==> src/urs_pkg.sv <==
// shared constants and types for the receive status block
package urs_pkg;
  // register byte offsets on the apb bus
  localparam logic [11:0] OFF_MODE = 12'h000;
  localparam logic [11:0] OFF_STAT = 12'h004;
  localparam logic [11:0] OFF_RXDATA = 12'h008;
  localparam logic [11:0] OFF_BAUD = 12'h00c;
  // serial_mode_register fields
  localparam int MODE_EN = 15;
  localparam int MODE_INV = 4;
  localparam int MODE_SEL_LSB = 1;
  localparam logic [1:0] SEL_8N = 2'h0;
  localparam logic [1:0] SEL_8E = 2'h1;
  localparam logic [1:0] SEL_8O = 2'h2;
  localparam logic [1:0] SEL_9N = 2'h3;
  localparam logic [15:0] MODE_RESET = 16'h0000;
  // uart_status_control fields
  localparam int ST_ADDRESS_DETECT_ENABLE = 5;
  localparam int ST_RECEIVER_IDLE_FLAG = 4;
  localparam int ST_PARITY_ERROR_FLAG = 3;
  localparam int ST_FRAMING_ERROR_FLAG = 2;
  localparam int ST_OVERRUN_ERROR_FLAG = 1;
  localparam int ST_RXDA = 0;
  // bit time is baud value plus one pclk cycles
  localparam logic [15:0] BAUD_RESET = 16'h0363;
  // receive fifo shape
  localparam int FIFO_DEPTH = 4;
  localparam int PTR_W = 2;
  localparam int CNT_W = 3;
  localparam logic [CNT_W-1:0] CNT_FULL = 3'h4;
  localparam int DATA_W = 9;
  localparam int ENT_W = 11;
  localparam int ENT_PARITY_ERROR_FLAG = 9;
  localparam int ENT_FRAMING_ERROR_FLAG = 10;
  localparam logic [3:0] LAST_BIT8 = 4'h7;
  localparam logic [3:0] LAST_BIT9 = 4'h8;
  typedef enum logic [2:0] {URS_IDLE, URS_START, URS_DATA, URS_PARITY, URS_STOP} urs_state_t;
endpackage : urs_pkg

==> src/urs_sync.sv <==
// two-flop synchroniser for inputs from outside the pclk domain
module urs_sync #(
  parameter int W = 1
) (
  input wire logic pclk,
  input wire logic presetn,
  input wire logic pce,
  input wire logic [W-1:0] async_in,
  output logic [W-1:0] sync_out
);
  logic [W-1:0] meta_reg;
  // resets to ones, the mark level of the line; first stage only feeds the second
  always_ff @(posedge pclk or negedge presetn)
  begin
    if (!presetn)
    begin
      meta_reg <= '1;
      sync_out <= '1;
    end
    else if (pce)
    begin
      meta_reg <= async_in;
      sync_out <= meta_reg;
    end
  end
endmodule : urs_sync

==> src/urs_top.sv <==
// receive side of an async serial port with apb status and control registers
// Behaviour
// - receive input idles high when polarity invert is 0, low when 1
// - during sleep the bit sampling baud counter is stopped
// - first character after wake from sleep may be corrupt; software expects it
// - address detect enable works only in 9-bit mode, keyed on ninth bit
// - receiver idle flag reads 1 when idle, 0 while receiving
// - parity error flag describes the character at the fifo head
// - framing error flag describes the character at the fifo head
// - overflow sets overrun flag; software clearing it empties fifo and shifter
// - data available flag is 1 while the fifo holds an unread character
//
// Implementation choices: register access over APB and the placing of the registers.
module urs_top (
  input wire logic pclk,
  input wire logic presetn,
  input wire logic pce,
  input wire logic psel,
  input wire logic penable,
  input wire logic pwrite,
  input wire logic [11:0] paddr,
  input wire logic [31:0] pwdata,
  input wire logic serial_receive_pin,
  input wire logic sleep_req,
  output logic pready,
  output logic [31:0] prdata,
  output logic pslverr
);
  ////////////////////////////////////////////////////////////////////////////
  logic [15:0] mode_reg;
  logic [15:0] baud_reg;
  logic address_detect_enable_reg;
  logic overrun_error_flag_reg;
  urs_pkg::urs_state_t state_reg;
  urs_pkg::urs_state_t state_next;
  logic [3:0] bit_cnt_reg;
  logic [3:0] bit_cnt_next;
  logic [15:0] baud_cnt_reg;
  logic [15:0] baud_cnt_next;
  logic [urs_pkg::DATA_W-1:0] rx_shift_register;
  logic [urs_pkg::DATA_W-1:0] shift_next;
  logic par_reg;
  logic par_next;
  logic char_done;
  logic [urs_pkg::ENT_W-1:0] fifo_mem [urs_pkg::FIFO_DEPTH];
  logic [urs_pkg::PTR_W-1:0] wr_ptr_reg;
  logic [urs_pkg::PTR_W-1:0] rd_ptr_reg;
  logic [urs_pkg::CNT_W-1:0] count_reg;
  logic [urs_pkg::CNT_W-1:0] count_next;
  logic [1:0] sync_q;
  logic [15:0] stat_word;
  logic [31:0] rd_mux;

  // pin and sleep request cross into pclk; line idles as a mark level
  urs_sync #(.W(2)) u_sync (
    .pclk(pclk),
    .presetn(presetn),
    .pce(pce),
    .async_in({serial_receive_pin, sleep_req}),
    .sync_out(sync_q)
  );

  ////////////////////////////////////////////////////////////////////////////
  // apb decode; one wait state so every answer comes from a flop
  wire rx_sync = sync_q[1];
  wire sleeping = sync_q[0];
  wire acc = psel & penable & ~pready;
  wire done = psel & penable & pready;
  wire hit_mode = (paddr == urs_pkg::OFF_MODE);
  wire hit_stat = (paddr == urs_pkg::OFF_STAT);
  wire hit_rx = (paddr == urs_pkg::OFF_RXDATA);
  wire hit_baud = (paddr == urs_pkg::OFF_BAUD);
  wire hit_any = hit_mode | hit_stat | hit_rx | hit_baud;
  wire wr_done = done & pwrite & ~pslverr;
  wire rx_en = mode_reg[urs_pkg::MODE_EN];
  wire [1:0] sel = mode_reg[urs_pkg::MODE_SEL_LSB +: 2];
  wire mode9 = (sel == urs_pkg::SEL_9N);
  wire par_en = (sel == urs_pkg::SEL_8E) | (sel == urs_pkg::SEL_8O);
  wire [3:0] last_bit = mode9 ? urs_pkg::LAST_BIT9 : urs_pkg::LAST_BIT8;
  wire rx_bit = rx_sync ^ mode_reg[urs_pkg::MODE_INV];
  wire baud_tick = (baud_cnt_reg == 16'h0000) & ~sleeping;
  wire addr_mode = address_detect_enable_reg & mode9;
  wire accept = ~addr_mode | rx_shift_register[urs_pkg::DATA_W-1];
  wire fifo_full = (count_reg == urs_pkg::CNT_FULL);
  wire fifo_empty = (count_reg == '0);
  wire push = char_done & accept & ~fifo_full & ~overrun_error_flag_reg;
  wire overrun_evt = char_done & accept & fifo_full;
  wire pop = done & ~pwrite & hit_rx & ~fifo_empty;
  // clear only acts on a 1 to 0 change of the flag
  wire overrun_error_flag_clear = wr_done & hit_stat & overrun_error_flag_reg & ~pwdata[urs_pkg::ST_OVERRUN_ERROR_FLAG];
  wire [urs_pkg::ENT_W-1:0] head = fifo_mem[rd_ptr_reg];
  wire framing_error_flag_c = ~rx_bit;
  // even parity: data plus parity xor to 0; odd: to 1
  wire parity_error_flag_c = par_en & ((^{rx_shift_register[7:0], par_reg}) != (sel == urs_pkg::SEL_8O));

  ////////////////////////////////////////////////////////////////////////////
  // receive bit sequencer; sleep freezes the baud counter but not start detection,
  // so a start edge during sleep is sampled late and that character may be bad
  always_comb
  begin
    state_next = state_reg;
    bit_cnt_next = bit_cnt_reg;
    baud_cnt_next = baud_cnt_reg;
    shift_next = rx_shift_register;
    par_next = par_reg;
    char_done = 1'b0;
    if (state_reg != urs_pkg::URS_IDLE && !sleeping)
      baud_cnt_next = baud_tick ? baud_reg : baud_cnt_reg - 16'h0001;
    case (state_reg)
      urs_pkg::URS_IDLE:
        if (!rx_bit)
        begin
          state_next = urs_pkg::URS_START;
          baud_cnt_next = {1'b0, baud_reg[15:1]};
          shift_next = '0;
        end
      urs_pkg::URS_START:
        if (baud_tick)
        begin
          state_next = rx_bit ? urs_pkg::URS_IDLE : urs_pkg::URS_DATA;
          bit_cnt_next = 4'h0;
        end
      urs_pkg::URS_DATA:
        if (baud_tick)
        begin
          shift_next[bit_cnt_reg] = rx_bit;
          bit_cnt_next = bit_cnt_reg + 4'h1;
          if (bit_cnt_reg == last_bit)
            state_next = par_en ? urs_pkg::URS_PARITY : urs_pkg::URS_STOP;
        end
      urs_pkg::URS_PARITY:
        if (baud_tick)
        begin
          par_next = rx_bit;
          state_next = urs_pkg::URS_STOP;
        end
      urs_pkg::URS_STOP:
        if (baud_tick)
        begin
          char_done = 1'b1;
          state_next = urs_pkg::URS_IDLE;
        end
      default:
        state_next = urs_pkg::URS_IDLE;
    endcase
    // overrun clear resets the shifter to empty as well as the fifo
    if (!rx_en || overrun_error_flag_clear)
    begin
      state_next = urs_pkg::URS_IDLE;
      shift_next = '0;
    end
  end

  always_ff @(posedge pclk or negedge presetn)
  begin
    if (!presetn)
    begin
      state_reg <= urs_pkg::URS_IDLE;
      bit_cnt_reg <= 4'h0;
      baud_cnt_reg <= 16'h0000;
      rx_shift_register <= '0;
      par_reg <= 1'b0;
    end
    else if (pce)
    begin
      state_reg <= state_next;
      bit_cnt_reg <= bit_cnt_next;
      baud_cnt_reg <= baud_cnt_next;
      rx_shift_register <= shift_next;
      par_reg <= par_next;
    end
  end

  ////////////////////////////////////////////////////////////////////////////
  // receive fifo; errors ride with each character so flags track the head
  assign count_next = overrun_error_flag_clear ? '0 : count_reg + {2'h0, push} - {2'h0, pop};

  always_ff @(posedge pclk or negedge presetn)
  begin
    if (!presetn)
    begin
      wr_ptr_reg <= '0;
      rd_ptr_reg <= '0;
      count_reg <= '0;
    end
    else if (pce)
    begin
      wr_ptr_reg <= overrun_error_flag_clear ? '0 : wr_ptr_reg + PTR_INC(push);
      rd_ptr_reg <= overrun_error_flag_clear ? '0 : rd_ptr_reg + PTR_INC(pop);
      count_reg <= count_next;
    end
  end

  function automatic logic [urs_pkg::PTR_W-1:0] PTR_INC(input logic b);
    PTR_INC = {{(urs_pkg::PTR_W-1){1'b0}}, b};
  endfunction : PTR_INC

  // storage needs no reset: count gates every read of it
  always_ff @(posedge pclk)
  begin
    if (pce && push)
      fifo_mem[wr_ptr_reg] <= {framing_error_flag_c, parity_error_flag_c, rx_shift_register};
  end

  ////////////////////////////////////////////////////////////////////////////
  // software registers; a new overrun wins over a clear in the same cycle
  always_ff @(posedge pclk or negedge presetn)
  begin
    if (!presetn)
    begin
      mode_reg <= urs_pkg::MODE_RESET;
      baud_reg <= urs_pkg::BAUD_RESET;
      address_detect_enable_reg <= 1'b0;
      overrun_error_flag_reg <= 1'b0;
    end
    else if (pce)
    begin
      if (wr_done && hit_mode)
        mode_reg <= pwdata[15:0];
      if (wr_done && hit_baud)
        baud_reg <= pwdata[15:0];
      if (wr_done && hit_stat)
        address_detect_enable_reg <= pwdata[urs_pkg::ST_ADDRESS_DETECT_ENABLE];
      overrun_error_flag_reg <= overrun_evt | (overrun_error_flag_reg & ~overrun_error_flag_clear);
    end
  end

  // status view: head flags read 0 when the fifo is empty
  always_comb
  begin
    stat_word = 16'h0000;
    stat_word[urs_pkg::ST_ADDRESS_DETECT_ENABLE] = address_detect_enable_reg;
    stat_word[urs_pkg::ST_RECEIVER_IDLE_FLAG] = (state_reg == urs_pkg::URS_IDLE);
    stat_word[urs_pkg::ST_PARITY_ERROR_FLAG] = ~fifo_empty & head[urs_pkg::ENT_PARITY_ERROR_FLAG];
    stat_word[urs_pkg::ST_FRAMING_ERROR_FLAG] = ~fifo_empty & head[urs_pkg::ENT_FRAMING_ERROR_FLAG];
    stat_word[urs_pkg::ST_OVERRUN_ERROR_FLAG] = overrun_error_flag_reg;
    stat_word[urs_pkg::ST_RXDA] = ~fifo_empty;
  end

  assign rd_mux = hit_mode ? {16'h0000, mode_reg} :
                  hit_stat ? {16'h0000, stat_word} :
                  hit_baud ? {16'h0000, baud_reg} :
                  (hit_rx && !fifo_empty) ? {23'h000000, head[urs_pkg::DATA_W-1:0]} : 32'h00000000;

  // answer flops: data and error latch in the first access cycle
  always_ff @(posedge pclk or negedge presetn)
  begin
    if (!presetn)
    begin
      pready <= 1'b0;
      prdata <= 32'h00000000;
      pslverr <= 1'b0;
    end
    else if (pce)
    begin
      pready <= acc;
      if (acc)
      begin
        prdata <= pwrite ? 32'h00000000 : rd_mux;
        pslverr <= ~hit_any;
      end
    end
  end
endmodule : urs_top

==> config.mk <==
export PLATFORM = sky130hd
export DESIGN_NAME = urs_top
export DESIGN_NICKNAME = d
export VERILOG_FILES = /design/src/urs_pkg.sv /design/src/urs_sync.sv /design/src/urs_top.sv
export SDC_FILE = /design/constraint.sdc
export NUM_CORES = 1
export LEC_CHECK = 0
export ABC_AREA = 1
export BUFFER_PORTS_ARGS = -buffer_cell sky130_fd_sc_hd__buf_2
export CAP_MARGIN = 20
export CORE_UTILIZATION = 60
export CTS_CLUSTER_DIAMETER = 50
export DETAILED_ROUTE_END_ITERATION = 8
export PLACE_DENSITY = 0.82
export RECOVER_POWER = 25
export SYNTH_ARGS = -nofsm -noshare
export SYNTH_HDL_FRONTEND = slang
export SYNTH_HIERARCHICAL = 1
export SYNTH_SLANG_ARGS = --single-unit
==> constraint.sdc <==
create_clock -name pclk -period 5 [get_ports pclk]
set_clock_uncertainty 0.15 [all_clocks]
set_input_delay 1.25 -clock pclk [delete_from_list [all_inputs] [get_ports pclk]]
set_output_delay 1.25 -clock pclk [all_outputs]
set_load 0.1 [all_outputs]
* Word level (Yosys, flattened, before mapping)
Memories as Yosys holds them, arrays and structs flattened. Cells that the tools add are included.
Operators by class: multiplexer cells 37, add/subtract/negate cells 6, reductions and logical operators 27, order comparisons 2, bitwise gates (word level) 40, equality and inequality tests 21
Operators with widths (count):
- 16-bit two-way mux | 8
- 9-bit two-way mux | 4
- 3-bit two-way mux | 9
- 12-bit by 4-bit equality test with 1-bit output, second input constant | 2
- 1-bit bitwise AND | 21
- 9-bit case mux with 2 select lines | 1
- 16-bit logical NOT | 1
- 16-bit by 1-bit subtractor with 16-bit output, second input constant | 1
- 3-bit != test, second input constant | 5
- 3-bit case mux with 5 select lines | 1
- 12-bit by 3-bit equality test with 1-bit output, second input constant | 1
- 12-bit logical NOT | 1
- 4-bit two-way mux | 3
- 1-bit inverter | 12
- 9-bit bitwise mux | 1
- 9-bit parity | 1
- 4-bit case mux with 2 select lines | 1
- 2-bit AND reduction | 4
- 4-bit AND reduction | 2
- 1-bit logical AND | 7
- 7-bit AND reduction | 1
- 3-bit by 2-bit equality test with 1-bit output, second input constant | 2
- 3-bit equality test, second input constant | 2
- 3-bit logical NOT | 2
- other kinds (23) | 40
Word-level totals: input bits 52, memories 1, RAM bits 44, register bits after elaboration 112, output and inout port bits 34, word-level logic and storage cells 151
Memories:
- fifo_mem | words 4, width 11, read ports 1, clocked after memory_dff 0, write ports 1, line urs_top.sv:45 | logic [urs_pkg::ENT_W-1:0] fifo_mem [urs_pkg::FIFO_DEPTH];

* Logic depth before layout (Yosys ltp)
depth after elaboration 10, depth in mapped cells 14, mapped depth without buffers 14

* Modules after synthesis
Netlist, hierarchy kept.
Modules (own cells, without submodules):
- urs_top | cells an instance 879, instances 1, area each 7433.4 um^2
- urs_sync | cells an instance 17, instances 1, area each 153.9 um^2

* Worst setup path after synthesis
No wires, ideal clock.
kind input to register, start point input port paddr[11], end point register count_reg[2] in the netlist's numbering, arrival 3.315 ns, required time 4.755 ns, cell stages on the path 12, setup time 0.095 ns, path buffers 0, slack 1.440 ns, path through nor2_1 nand2_2 nor2_8 nand3_1 nor4_1 ha_1 inv_1 ha_1 inv_1 fa_1 xor2_1 o31ai_1
On the way: longest elaborated chain between the ends 5, elaborated cells on any way between the ends 9, classes of those cells 1 x add/sub; 2 x eq/ne; 1 x mux; 5 x bitwise
Ends and longest elaborated chain:
- from (decl) | line urs_top.sv:21 | input wire logic [11:0] paddr,
- 12-bit by 4-bit equality test with 1-bit output or 12-bit by 3-bit equality test with 1-bit output (tied branches) | line urs_top.sv:71, urs_top.sv:70
- 1-bit bitwise AND, on equally long branches (2 in a row) | line urs_top.sv:88, urs_top.sv:90
- 3-bit by 1-bit subtractor with 3-bit output or 1-bit bitwise AND (tied branches) | line urs_top.sv:176, urs_top.sv:90
- 3-bit two-way mux * | line urs_top.sv:176 | assign count_next = overrun_error_flag_clear ? '0 : count_reg + {2'h0, push} - {2'h0, pop};
- to (signal assigned) | line urs_top.sv:190 | count_reg <= count_next;
- to (decl) | line urs_top.sv:48 | logic [urs_pkg::CNT_W-1:0] count_reg;
Every way passes the cells marked *; elsewhere a longest branch is shown, timed or not. A chain may end at the register's enable or synchronous reset.

* Worst setup path after layout
start point input port pce, end point memory fifo_mem[3][1] in the netlist's numbering (enable)
On the way: longest elaborated chain between the ends 3
Ends and longest elaborated chain:
- from (decl) | line urs_top.sv:17 | input wire logic pce,
- 1-bit logical AND | line urs_top.sv:201 | if (pce && push)
- 1-bit two-way mux | line urs_top.sv:201
- 1-bit two-way mux (not written as such) | line urs_top.sv:202 | fifo_mem[wr_ptr_reg] <= {framing_error_flag_c, parity_error_flag_c, rx_shift_register};
- to (decl) | line urs_top.sv:45
Every way passes these cells.

==> reports/qor.yml <==
outcome: "complete, but fails checks"
violations: "capacitance limit, slew limit"
clkPwrFrac: 0.431
antenna_cells: 0
areaGrowthSynthToFinish_pct: 11.8
cts_tree: "yes"
p_sw_frac: 0.268
ys.flop_type: "dfrtp_1"
hpwl_mm: 12.2
postCtsHoldBufs: 0
avgSynthCellArea_um2: 8.47
core_area_um2: 12200
crit_required_ns: 4.97
total_power_mw: 2.76
worstSetupEndpointType: "flip-flop"
grt_usage: 0.297
routed_wl_mm: 18.2
antenna_found_initial: 0
slew_headroom: -0.239
mostFrequentLayoutCell: "nand2_1"
die_w_um: 114
routedWlPerCell_um: 16.1
timing.fmax_mhz: 252
intPower_mw: 2.02
critPathMaxStageDelay_ns: 1.29
drv_cap: 2
dieArea_um2: 13100
grt_pass1_vias: 5797
cts_resized: 0
htreeDepth: 4
path_cells: "buf_2 -> clkbuf_1 -> nand4_1 -> nor3_1 -> buf_4"
drt-vias-per-instance: 5.61
rsz0062_at_grt: "false"
netlist_instances: 896
async_reset_ff_frac: 0.686
drive_above_1_share: 0.154
min_period_over_period: 0.793
top_register: "fifo_mem"
gp_congestion: 0.905
pin_count: 86
synth_warnings: 6
seq_power_share: 0.451
yosysUniqueCellTypes: 46
syn-cell-area_um2: 7590
cts_num_sinks: 140
worstMarginPinSlew_ns: 1.86
hp-class: "flip-flop to flip-flop"
p_switching_uw: 740
worstSetupStartpointType: "input port"
synth_edf_count: 44
cts_buffers: 17
worst_ir_drop_vdd_uv: 219
slew_violations: 117
io_buffers: 53
overflow: 0
hold_violations: 0
setup_viol: 0
drt_pass1_iterations: 5
die_h_um: 114
crit_type: "input port to flip-flop"
placementRows: 40
clk_pin_slew_ns: 0.06
p_comb_frac: 0.118
start_util: 0.624
path_max_fanout: 41
largest_reg_flops: 44
mostFrequentLayoutCells: "nand2_1 (182), inv_1 (108), o21ai_0 (105), dfrtp_1 (86), nor2_1 (71)"
n_fill_cell: 934
first_iter_violations: 602
ys_ff_latch: 140
clk_latency_ns: 0.42
drc: 0
p_leak_nw: 4.03
root_buffer: "clkbuf_16"
setup_tns_ns: 0
ys_seq_area_frac: 0.492
cp.arrival_ns: 3.94
cts_setup_buffers: 0
layout.nets: 1014
postRouteAntennaNets: 0
grt_max_degree: 75
crit_slowest_cell: "clkbuf_1"
grt_first_pass_wirelength_mm: 29.4
power.density_nw_per_um2: 325
vias: 6337
fin_crit_ns: 3.96
cts.path.max_buffers: 2
## per-layer routing
layer / GRT usage / vias to the layer above / share of wire
li1: - / 3062 / -
met1: 0.410 / 2915 / 0.43
met3: 0.0731 / 42 / 0.087
met4: 0.112 / 0 / 0.027
met2: 0.457 / 318 / 0.46
met5: 0 / - / 0
## final timing paths
check / start / end / slack, ns / cells past startpoint
max in group asynchronous: presetn / u_sync/meta_reg[0] / 2.33 / 2
setup reg to reg: baud_cnt_reg[0] / count_reg[2] / 1.39 / 14
hold / removal: u_sync/meta_reg[0] / u_sync/meta_reg[0] / 0.31 / 2
min in group asynchronous: presetn / rx_shift_register[3] / 1.15 / 1
setup / recovery: pce / fifo_mem[3][1] / 1.04 / 5
hold reg to reg: u_sync/meta_reg[0] / u_sync/meta_reg[0] / 0.31 / 2
## critical path, delay by kind of cell
family	cells	cell delay [ns]
buf+inv	3	1.67
simple gates	2	0.99
## power by group through the flow
stage,Sequential [mW],Combinational (mW),Clock [mW]
CTS,1.24,0.323,1.19
detailed placement,1.26,0.320,0
global placement,1.26,0.312,0
global route,1.25,0.358,1.24
finish,1.25,0.324,1.19
floorplan,1.26,0.253,0
## cell type report
class / count / area, um2 / area share
Tap cell: 168 / 210 / 0.0248
Clock buffer: 27 / 534 / 0.0630
Inverter: 118 / 443 / 0.0522
Clock inverter: 5 / 30.0 / 0.00354
Sequential cell: 140 / 3740 / 0.441
Timing Repair Buffer: 60 / 314 / 0.0370
Multi-Input combinational cell: 612 / 3210 / 0.379
## synth_stat cells, drive strengths merged (6+ instances only)
cell type | count | area, um2
a21oi | 33 | 165
a22o | 7 | 61.3
a31oi | 6 | 37.5
buf | 28 | 194
clkbuf | 13 | 50.0
dfrtp | 86 | 2150
dfstp | 10 | 263
edfxtp | 44 | 1320
ha | 12 | 150
inv | 118 | 443
nand2 | 190 | 733
nand3 | 48 | 260
nand4 | 6 | 67.6
nor2 | 87 | 414
nor3 | 23 | 163
o211ai | 9 | 67.6
o21ai | 123 | 616
o22ai | 11 | 68.8
xnor2 | 8 | 77.6
xor2 | 12 | 105
## cell families (layout without fill, tap and decap cells)
group           count (synthesis)  after routing  share of synthesized area
fa+ha+maj                      13             13                     0.0224
simple gates                  361            361                      0.222
other cells                     1             16                   0.000494
xor+xnor                       20             20                     0.0241
buf+inv                       159            210                     0.0905
compound gates                202            202                      0.148
flops                         140            140                      0.492
## per-stage QoR
| stage | std cells | util | cell area [um2] | hold slack, ns | setup slack, ns |
|---|---|---|---|---|---|
| floorplan | 911 | - | 7640 | 0.289 | 1.44 |
| global placement | 1098 | 0.652 | 7930 | 0.296 | 1.07 |
| detailed placement | 1098 | 0.652 | 7930 | 0.305 | 0.926 |
| CTS | 1130 | 0.698 | 8490 | 0.314 | 1.39 |
| global route | 1130 | 0.697 | 8480 | 0.329 | 0.757 |
| finish | 1130 | 0.697 | 8480 | 0.311 | 1.04 |
(Power assumes the default switching activity.)
